**config.mk**
```make
export PLATFORM = sky130hd
export DESIGN_NAME = scs_channel_select
export DESIGN_NICKNAME = d
export VERILOG_FILES = /design/src/scs_pkg.sv /design/src/scs_dwell_timer.sv /design/src/scs_relay_seq.sv /design/src/scs_channel_select.sv
export VERILOG_INCLUDE_DIRS = /design/src /design/src/src
export SDC_FILE = /design/constraint.sdc
export NUM_CORES = 1
export LEC_CHECK = 0
export ABC_CLOCK_PERIOD_IN_PS = 10400
export BUFFER_PORTS_ARGS = -buffer_cell sky130_fd_sc_hd__buf_2
export CAP_MARGIN = 20
export CORE_MARGIN = 10
export CORE_UTILIZATION = 50
export DETAILED_ROUTE_END_ITERATION = 8
export PLACE_DENSITY_LB_ADDON = 0.12
export SETUP_SLACK_MARGIN = 0.05
export SYNTH_ARGS = -nofsm -noshare
export SYNTH_HDL_FRONTEND = slang
export SYNTH_SLANG_ARGS = --single-unit
```
**constraint.sdc**
```tcl
create_clock -name clk_sys -period 10.4 [get_ports clk_sys]
set_clock_uncertainty 0.15 [all_clocks]
set_input_delay 0 -clock clk_sys [delete_from_list [all_inputs] [get_ports clk_sys]]
set_output_delay 0 -clock clk_sys [all_outputs]
set_load 0.005 [all_outputs]
```
**src/scs_defs.svh**
```systemverilog
// Constants for the scanner channel selector
`ifndef SCS_DEFS_SVH
`define SCS_DEFS_SVH
`define SCS_CLK_HZ        20000000
`define SCS_TICK_CYCLES   ((`SCS_CLK_HZ) / 1000)
`define SCS_MS_PER_SEC    10'h3e8
`define SCS_DWELL_MAX     7'h63
`define SCS_SETTLE_US     5
`define SCS_SETTLE_CYCLES (((`SCS_SETTLE_US) * (`SCS_CLK_HZ) + 999999) / 1000000)
`define SCS_CHAN_LAST     3'h4
`define SCS_CHAN_RESET    3'h0
`define SCS_ADDR_CTRL     4'h0
`define SCS_ADDR_STAT     4'h1
`define SCS_ADDR_DWELL0   4'h2
`define SCS_CTRL_SCAN     0
`define SCS_CTRL_ADV      1
`define SCS_CTRL_DIRECT   2
`define SCS_CTRL_SEL_LO   4
`define SCS_CTRL_SEL_HI   6
`define SCS_STAT_BUSY     3
`define SCS_STAT_IDSW     4
`endif

```
**src/scs_pkg.sv**
```systemverilog
// Types for the scanner channel selector
package scs_pkg;
  typedef logic [2:0] scs_chan_t;
  typedef enum logic [1:0] {
    SCS_IDLE,
    SCS_MAKE,
    SCS_BREAK,
    SCS_OPEN
  } scs_seq_e;
endpackage : scs_pkg

```
**src/scs_dwell_timer.sv**
```systemverilog
// Dwell timer counting whole seconds from milliseconds it divides down from clk_sys
`timescale 1ns/1ns
`include "scs_defs.svh"
module scs_dwell_timer
  import scs_pkg::*;
(
  input  wire logic       clk_sys,
  input  wire logic       rst,
  input  wire logic       restart,
  input  wire logic       run,
  input  wire logic [6:0] dwellSec,
  output logic            expired
);
  logic [14:0] tickCnt;
  logic [14:0] next_tickCnt;
  logic [9:0]  msCnt;
  logic [9:0]  next_msCnt;
  logic [6:0]  secCnt;
  logic [6:0]  next_secCnt;
  logic        next_expired;

  always_comb begin
    next_tickCnt = tickCnt;
    next_msCnt   = msCnt;
    next_secCnt  = secCnt;
    next_expired = 1'b0;
    if (restart || !run) begin
      next_tickCnt = '0;
      next_msCnt   = '0;
      next_secCnt  = '0;
    end else if (secCnt >= dwellSec) begin
      next_expired = 1'b1;
      next_secCnt  = '0;
    end else if (tickCnt == 15'((`SCS_TICK_CYCLES) - 1)) begin
      next_tickCnt = '0;
      if (msCnt == `SCS_MS_PER_SEC - 10'h001) begin
        next_msCnt  = '0;
        next_secCnt = secCnt + 7'h01;
      end else begin
        next_msCnt = msCnt + 10'h001;
      end
    end else begin
      next_tickCnt = tickCnt + 15'h0001;
    end
  end

  always_ff @(posedge clk_sys or posedge rst) begin
    if (rst) begin
      tickCnt <= '0;
      msCnt   <= '0;
      secCnt  <= '0;
      expired <= 1'b0;
    end else begin
      tickCnt <= next_tickCnt;
      msCnt   <= next_msCnt;
      secCnt  <= next_secCnt;
      expired <= next_expired;
    end
  end
endmodule : scs_dwell_timer

```
**src/scs_relay_seq.sv**
```systemverilog
// Relay pole sequencer: current make-before-break, voltage break-before-make
`timescale 1ns/1ns
`include "scs_defs.svh"
module scs_relay_seq
  import scs_pkg::*;
(
  input  wire logic      clk_sys,
  input  wire logic      rst,
  input  wire logic      change,
  input  scs_chan_t      newChan,
  output logic [4:0]     curPoles,
  output logic [4:0]     voltPoles,
  output logic           busy
);
  localparam int SETTLE = `SCS_SETTLE_CYCLES;
  scs_seq_e    state;
  scs_seq_e    next_state;
  scs_chan_t   target;
  scs_chan_t   next_target;
  logic [4:0]  next_curPoles;
  logic [4:0]  next_voltPoles;
  logic [17:0] waitCnt;
  logic [17:0] next_waitCnt;

  function automatic logic [4:0] onehot(input scs_chan_t ch);
    onehot = 5'h01 << ch;
  endfunction : onehot

  always_comb begin
    next_state     = state;
    next_target    = target;
    next_curPoles  = curPoles;
    next_voltPoles = voltPoles;
    next_waitCnt   = (waitCnt != '0) ? waitCnt - 18'h00001 : waitCnt;
    case (state)
      SCS_IDLE: begin
        if (change) begin
          next_target = newChan;
          next_curPoles = curPoles | onehot(newChan);
          next_voltPoles = '0;
          next_waitCnt   = 18'(SETTLE);
          next_state     = SCS_MAKE;
        end
      end
      SCS_MAKE: begin
        if (waitCnt == '0) begin
          next_curPoles = onehot(target);
          next_waitCnt  = 18'(SETTLE);
          next_state    = SCS_BREAK;
        end
      end
      SCS_BREAK: begin
        if (waitCnt == '0) begin
          next_voltPoles = onehot(target);
          next_state     = SCS_OPEN;
        end
      end
      default: next_state = SCS_IDLE;
    endcase
  end

  always_ff @(posedge clk_sys or posedge rst) begin
    if (rst) begin
      state     <= SCS_IDLE;
      target    <= `SCS_CHAN_RESET;
      curPoles  <= 5'h01;
      voltPoles <= 5'h01;
      waitCnt   <= '0;
      busy      <= 1'b0;
    end else begin
      state     <= next_state;
      target    <= next_target;
      curPoles  <= next_curPoles;
      voltPoles <= next_voltPoles;
      waitCnt   <= next_waitCnt;
      busy      <= (next_state != SCS_IDLE);
    end
  end
endmodule : scs_relay_seq

```
**src/scs_channel_select.sv**
```systemverilog
// Top of the five-way sensor scanner channel selector
`timescale 1ns/1ns
`include "scs_defs.svh"
module scs_channel_select
  import scs_pkg::*;
(
  input  wire logic       clk_sys,
  input  wire logic       rst,
  input  wire logic       keyAdvance,
  input  wire logic       idSwitchBit4,
  input  wire logic [3:0] regAddr,
  input  wire logic [7:0] regWdata,
  input  wire logic       regWrite,
  input  wire logic       regRead,
  output logic      [7:0] regRdata,
  output logic            chan_code_lsb,
  output logic            chan_code_mid,
  output logic            chan_code_msb,
  output logic      [2:0] displayChan,
  output logic      [2:0] curvePos,
  output logic            curvePosValid,
  output logic      [4:0] currentPoles,
  output logic      [4:0] voltagePoles
);
  //////////////////////////////////////////////////////////////////////////////
  // Pin synchronisers
  logic keyMeta;
  logic keySync;
  logic keyLast;
  logic idMeta;
  logic idSync;

  always_ff @(posedge clk_sys or posedge rst) begin
    if (rst) begin
      keyMeta <= 1'b0;
      keySync <= 1'b0;
      keyLast <= 1'b0;
      idMeta  <= 1'b0;
      idSync  <= 1'b0;
    end else begin
      keyMeta <= keyAdvance;
      keySync <= keyMeta;
      keyLast <= keySync;
      idMeta  <= idSwitchBit4;
      idSync  <= idMeta;
    end
  end

  wire keyPress = keySync & ~keyLast;

  //////////////////////////////////////////////////////////////////////////////
  // Control registers
  logic       scanEn;
  logic       next_scanEn;
  logic [6:0] dwell [0:4];
  logic [6:0] next_dwell [0:4];
  logic       remAdvance;
  logic       remDirect;
  scs_chan_t  remChan;

  function automatic scs_chan_t advance(input scs_chan_t ch);
    advance = (ch == `SCS_CHAN_LAST) ? `SCS_CHAN_RESET : ch + 3'h1;
  endfunction : advance

  function automatic logic [6:0] clampDwell(input logic [7:0] v);
    clampDwell = (v > 8'(`SCS_DWELL_MAX)) ? `SCS_DWELL_MAX : v[6:0];
  endfunction : clampDwell

  always_comb begin
    next_scanEn = scanEn;
    for (int i = 0; i < 5; i++) begin
      next_dwell[i] = dwell[i];
    end
    remAdvance = 1'b0;
    remDirect  = 1'b0;
    remChan    = regWdata[`SCS_CTRL_SEL_HI:`SCS_CTRL_SEL_LO];
    if (regWrite) begin
      if (regAddr == `SCS_ADDR_CTRL) begin
        next_scanEn = regWdata[`SCS_CTRL_SCAN];
        remAdvance  = regWdata[`SCS_CTRL_ADV];
        remDirect   = regWdata[`SCS_CTRL_DIRECT] && (remChan <= `SCS_CHAN_LAST);
      end else if (regAddr >= `SCS_ADDR_DWELL0 && regAddr < `SCS_ADDR_DWELL0 + 4'h5) begin
        next_dwell[3'(regAddr - `SCS_ADDR_DWELL0)] = clampDwell(regWdata);
      end
    end
  end

  always_ff @(posedge clk_sys or posedge rst) begin
    if (rst) begin
      scanEn <= 1'b0;
      for (int i = 0; i < 5; i++) begin
        dwell[i] <= '0;
      end
    end else begin
      scanEn <= next_scanEn;
      for (int i = 0; i < 5; i++) begin
        dwell[i] <= next_dwell[i];
      end
    end
  end

  //////////////////////////////////////////////////////////////////////////////
  // Channel selection
  scs_chan_t  selChan;
  scs_chan_t  next_selChan;
  logic       change;
  logic       dwellDone;
  logic       relayBusy;

  always_comb begin
    next_selChan = selChan;
    change       = 1'b0;
    if (relayBusy) begin
      next_selChan = selChan;
    end else if (remDirect) begin
      next_selChan = remChan;
      change       = (remChan != selChan);
    end else if (keyPress || remAdvance || (scanEn && dwellDone && !relayBusy)) begin
      next_selChan = advance(selChan);
      change       = 1'b1;
    end
  end

  always_ff @(posedge clk_sys or posedge rst) begin
    if (rst) begin
      selChan <= `SCS_CHAN_RESET;
    end else begin
      selChan <= next_selChan;
    end
  end

  //////////////////////////////////////////////////////////////////////////////
  // Dwell timing and relay sequencing
  // hold for dwell
  scs_dwell_timer u_timer (
    .clk_sys  (clk_sys),
    .rst      (rst),
    .restart  (change),
    .run      (scanEn && !relayBusy),
    .dwellSec (dwell[selChan]),
    .expired  (dwellDone)
  );

  logic [4:0] curPolesInt;
  logic [4:0] voltPolesInt;

  scs_relay_seq u_relay (
    .clk_sys   (clk_sys),
    .rst       (rst),
    .change    (change),
    .newChan   (next_selChan),
    .curPoles  (curPolesInt),
    .voltPoles (voltPolesInt),
    .busy      (relayBusy)
  );

  //////////////////////////////////////////////////////////////////////////////
  // Outputs
  logic [7:0] next_regRdata;

  always_comb begin
    next_regRdata = 8'h00;
    if (regRead) begin
      if (regAddr == `SCS_ADDR_CTRL) begin
        next_regRdata = {1'b0, selChan, 3'h0, scanEn};
      end else if (regAddr == `SCS_ADDR_STAT) begin
        next_regRdata = {3'h0, idSync, relayBusy, selChan};
      end else if (regAddr >= `SCS_ADDR_DWELL0 && regAddr < `SCS_ADDR_DWELL0 + 4'h5) begin
        next_regRdata = {1'b0, dwell[3'(regAddr - `SCS_ADDR_DWELL0)]};
      end
    end
  end

  always_ff @(posedge clk_sys or posedge rst) begin
    if (rst) begin
      regRdata      <= 8'h00;
      chan_code_lsb <= 1'b0;
      chan_code_mid <= 1'b0;
      chan_code_msb <= 1'b0;
      displayChan   <= `SCS_CHAN_RESET;
      curvePos      <= `SCS_CHAN_RESET;
      curvePosValid <= 1'b0;
      currentPoles  <= 5'h00;
      voltagePoles  <= 5'h00;
    end else begin
      regRdata      <= next_regRdata;
      chan_code_lsb <= selChan[0];
      chan_code_mid <= selChan[1];
      chan_code_msb <= selChan[2];
      displayChan   <= selChan;
      curvePos      <= selChan;
      curvePosValid <= ~idSync;
      currentPoles  <= curPolesInt;
      voltagePoles  <= voltPolesInt;
    end
  end
endmodule : scs_channel_select

```
==> impl_results.md <==
- DR vias/cell: between 5 and 6
- GRT Residual Overflow: 0
- GRT Overall Usage: roughly 18%
- Initial core utilization: 51.29%
- VDD IR max: 163.3 uV
- Most common flop cell mapped by yosys: dfrtp_1
- WHS Path Cells: 5
- Sequential area share after synthesis: 48.28%
- Routed wire per std cell: between 15 and 20 um
- Gate power share: a little under a quarter
- Commonest non-fill, non-tap cell in the layout: dfrtp_1
- Syn Std Cell Area: around 6800 um^2
- DRC errors left: 0
- Root buf cell: clkbuf_16
- Outcome: finished, final reports clean
- Leak: between 3 and 4 nW
- DRT Pass-1 Iters: 5
- Netlist cell types: between 60 and 70
- Antenna violations before repair: 0
- Setup slack after layout: a little under 6000 ps
- Avg Cell Area, Syn: between 9 and 10 um^2
- Routed wire length: ~16000 um
- Fin crit share: 42.81%
- Layout cells sized above 1: a little over an eighth
- Die Ht: 137.0 um
- Hold Vio Cnt, Final: 0
- R2r endpoint: u_timer.msCnt[8]
- CTS Buffer Depth: 2
- Yosys warning total: 0
- Register clock-pin slew on the reported worst setup and hold paths: approximately 60 ps
- Routability cong.: about 0.86
- PwrDens: ~230 nW/um^2
- IO Pins: 46
- R2R Setup Slk: between 5000 and 6000 ps
- Initial DRC count: approximately 500
- Setup violations, final: 0
- Fmax: about 220 MHz
- Tmin final: 4453 ps
- Worst skew pair latency: 420 ps
- Antenna Violating Nets Remaining: 0
- CTS tree: done
- Worst hold endpoint: regRdata[3]
- Largest net degree at the start of global routing: ~70
- Slew Limit Fails: 0
- TNS Setup: 0 ps
- Core Footprint: between 10000 and 15000 um^2
- DIE AREA: ~19000 um^2
- Int Pwr: ~0.0012 W
- Req. time, crit path: 10590 ps
- Vias in the first global route: 5284
- DPL Wire Length: about 11000 um
- Buffers on Ports: 44
- Critical path arrival: about 4600 ps
- Area grow syn2layout: 15.50%
- Psw: 0.0005787 W
- Final-layout fill cell count: around 1100
- Clock buffer count from CTS: 17
- Clk sinks: roughly 130
- Hold Crit Start: regAddr[2]
- Tightest Pin Transition: slightly below 1000 ps
- Row count: between 40 and 50
- Dpl ws: 5990 ps
- MaxCap Viol Count: 0
- Post-synth EDFFs: 0
- Total number of vias: between 5000 and 6000
- Slew HR: 34.39%
- R2r startpoint: selChan[0]
- RSZ-0062 raised after global routing: false
- Clock power share: 35.6%
- FF-to-FF path depth: 12
- WS Path Type: register to register
- Post-synthesis instance total: about 710
- Yosys reg bits: approximately 130
- Ys async rst share: 100.0%
- Die width: 137.0 um
- Crit start category: register
- Sw frac: about a third
- Sequential share of power: a little over two fifths
- First-pass GRT wire length: 26730 um
- Final nets: around 790
- Commonest non-fill, non-tap cells in the layout: dfrtp_1, nand2_1, o21ai_0, nor2_1, buf_2
- Maximum fanout along the worst path: 21
- CTS H-tree depth: 4
- # diodes: 0
- Tightest Hold Check Type: primary input to register
- Crit end category: register
- Net Count, Synth: between 700 and 800
- Pwr Total: approximately 0.0018 W
kinds of logic after synthesis:
kind of cell	Yosys count	synth area share (%)
compound gates	144	12.59
xor+xnor	27	3.454
fa+ha+maj	17	3.107
buf+inv	58	3.746
flops	132	48.28
mux	36	5.756
other cells	1	0.05477
simple gates	297	23.01
how the worst max path moves through the flow:
stage / startpoint / to / slack (ps) / cells past startpoint
after floorplan: rst / chan_code_msb / 6730 / 1
after global placement: selChan[0] / u_timer.msCnt[8] / 6220 / 12
after detailed placement: selChan[0] / u_timer.msCnt[8] / 5990 / 12
after CTS: selChan[0] / u_timer.msCnt[8] / 6000 / 12
after global routing: selChan[0] / u_timer.msCnt[8] / 5740 / 12
final: selChan[0] / u_timer.msCnt[8] / 5950 / 12
timing repair:
| action | 4_1_cts | 5_1_grt |
|---|---|---|
| hold endpoints to repair | 112 | 0 |
| hold buffers | 15 | 0 |
| resized for setup | 0 | 0 |
| setup buffers | 0 | 0 |
synth_stat cells, types with 3 or more instances:
| library cell | count | share of area, % |
|---|---|---|
| buf_4 | 8 | 0.88 |
| o221a_2 | 5 | 0.82 |
| o221ai_1 | 3 | 0.38 |
| dfrtp_1 | 130 | 48 |
| nand4_1 | 14 | 1.3 |
| nor3b_1 | 6 | 0.66 |
| nor3_1 | 11 | 0.80 |
| nor2_1 | 59 | 3.2 |
| a21oi_1 | 29 | 2.1 |
| inv_1 | 22 | 1.2 |
| o22ai_1 | 13 | 1.2 |
| clkbuf_1 | 18 | 0.99 |
| o311a_1 | 3 | 0.44 |
| nand3b_1 | 5 | 0.55 |
| and2_1 | 13 | 1.2 |
| nand2_1 | 89 | 4.9 |
| mux2_2 | 6 | 0.99 |
| nor2b_1 | 13 | 1.2 |
| and4_1 | 3 | 0.38 |
| mux2i_1 | 27 | 3.9 |
| o21ai_0 | 66 | 4.8 |
| nand2b_1 | 9 | 0.82 |
| a31oi_1 | 4 | 0.37 |
| a22oi_1 | 5 | 0.55 |
| xnor2_1 | 17 | 2.2 |
| or3_1 | 14 | 1.3 |
| nor4_1 | 6 | 0.55 |
| buf_2 | 7 | 0.51 |
| nand3_1 | 22 | 1.6 |
| xor2_1 | 10 | 1.3 |
| ha_1 | 17 | 3.1 |
| or4_1 | 4 | 0.44 |
| and3_1 | 12 | 1.1 |
routing by layer:
| layer | share of wire (%) | global-route usage, % | wire (um) |
|---|---|---|---|
| met1 | 48 | 24.14 | 7774 |
| met2 | 45 | 27.22 | 7306 |
| met4 | 1.6 | 6.440 | 264 |
| met5 | 0 | 0 | 0 |
| met3 | 4.6 | 4.655 | 738 |
power groups by stage:
stage | Combinational [W] | Sequential, W | Clock (W)
floorplan | 0.000325 | 0.000711 | 0
global placement | 0.000395 | 0.000749 | 0
detailed placement | 0.000406 | 0.000755 | 0
CTS | 0.000415 | 0.000748 | 0.000649
global route | 0.000464 | 0.000766 | 0.000671
finish | 0.000410 | 0.000750 | 0.000643
cell type report:
type	instances	area, um^2	share of cell area (%)
multi-input combinational	522	3284	41.53
inverter	23	88.84	1.123
tap	176	220.2	2.785
clock inverter	9	152.6	1.930
clock buffer	23	478.0	6.044
sequential	132	3306	41.80
timing repair buffer	60	377.9	4.778
worst max-delay path, stage by stage, from the launching register on:
cell	delay, ps
dfrtp_1	920
inv_1	190
nor2_1	450
nand2_1	90
o21ai_0	110
a21oi_1	110
ha_1	300
a21oi_1	130
o21ai_1	90
a311oi_2	540
nand3_1	510
or4_1	610
a21oi_1	150
metrics by stage:
step	util (%)	area, um^2	hold WS [ps]	std cells
after floorplan	-	6847	-118.6	712
after global placement	53.39	7127	-37.26	898
after detailed placement	53.39	7127	-33.36	898
after CTS	59.24	7908	17.43	945
after global routing	59.24	7908	55.17	945
final	59.24	7908	34.85	945
state kept, by name (all words and copies together) (netlist names), 7 cells and up:
signal and cells:
u_relay.waitCnt 18, u_timer.secCnt 7, regRdata 7, u_timer.msCnt 10, u_timer.tickCnt 15, dwell 35
(Power assumes the default switching activity.)
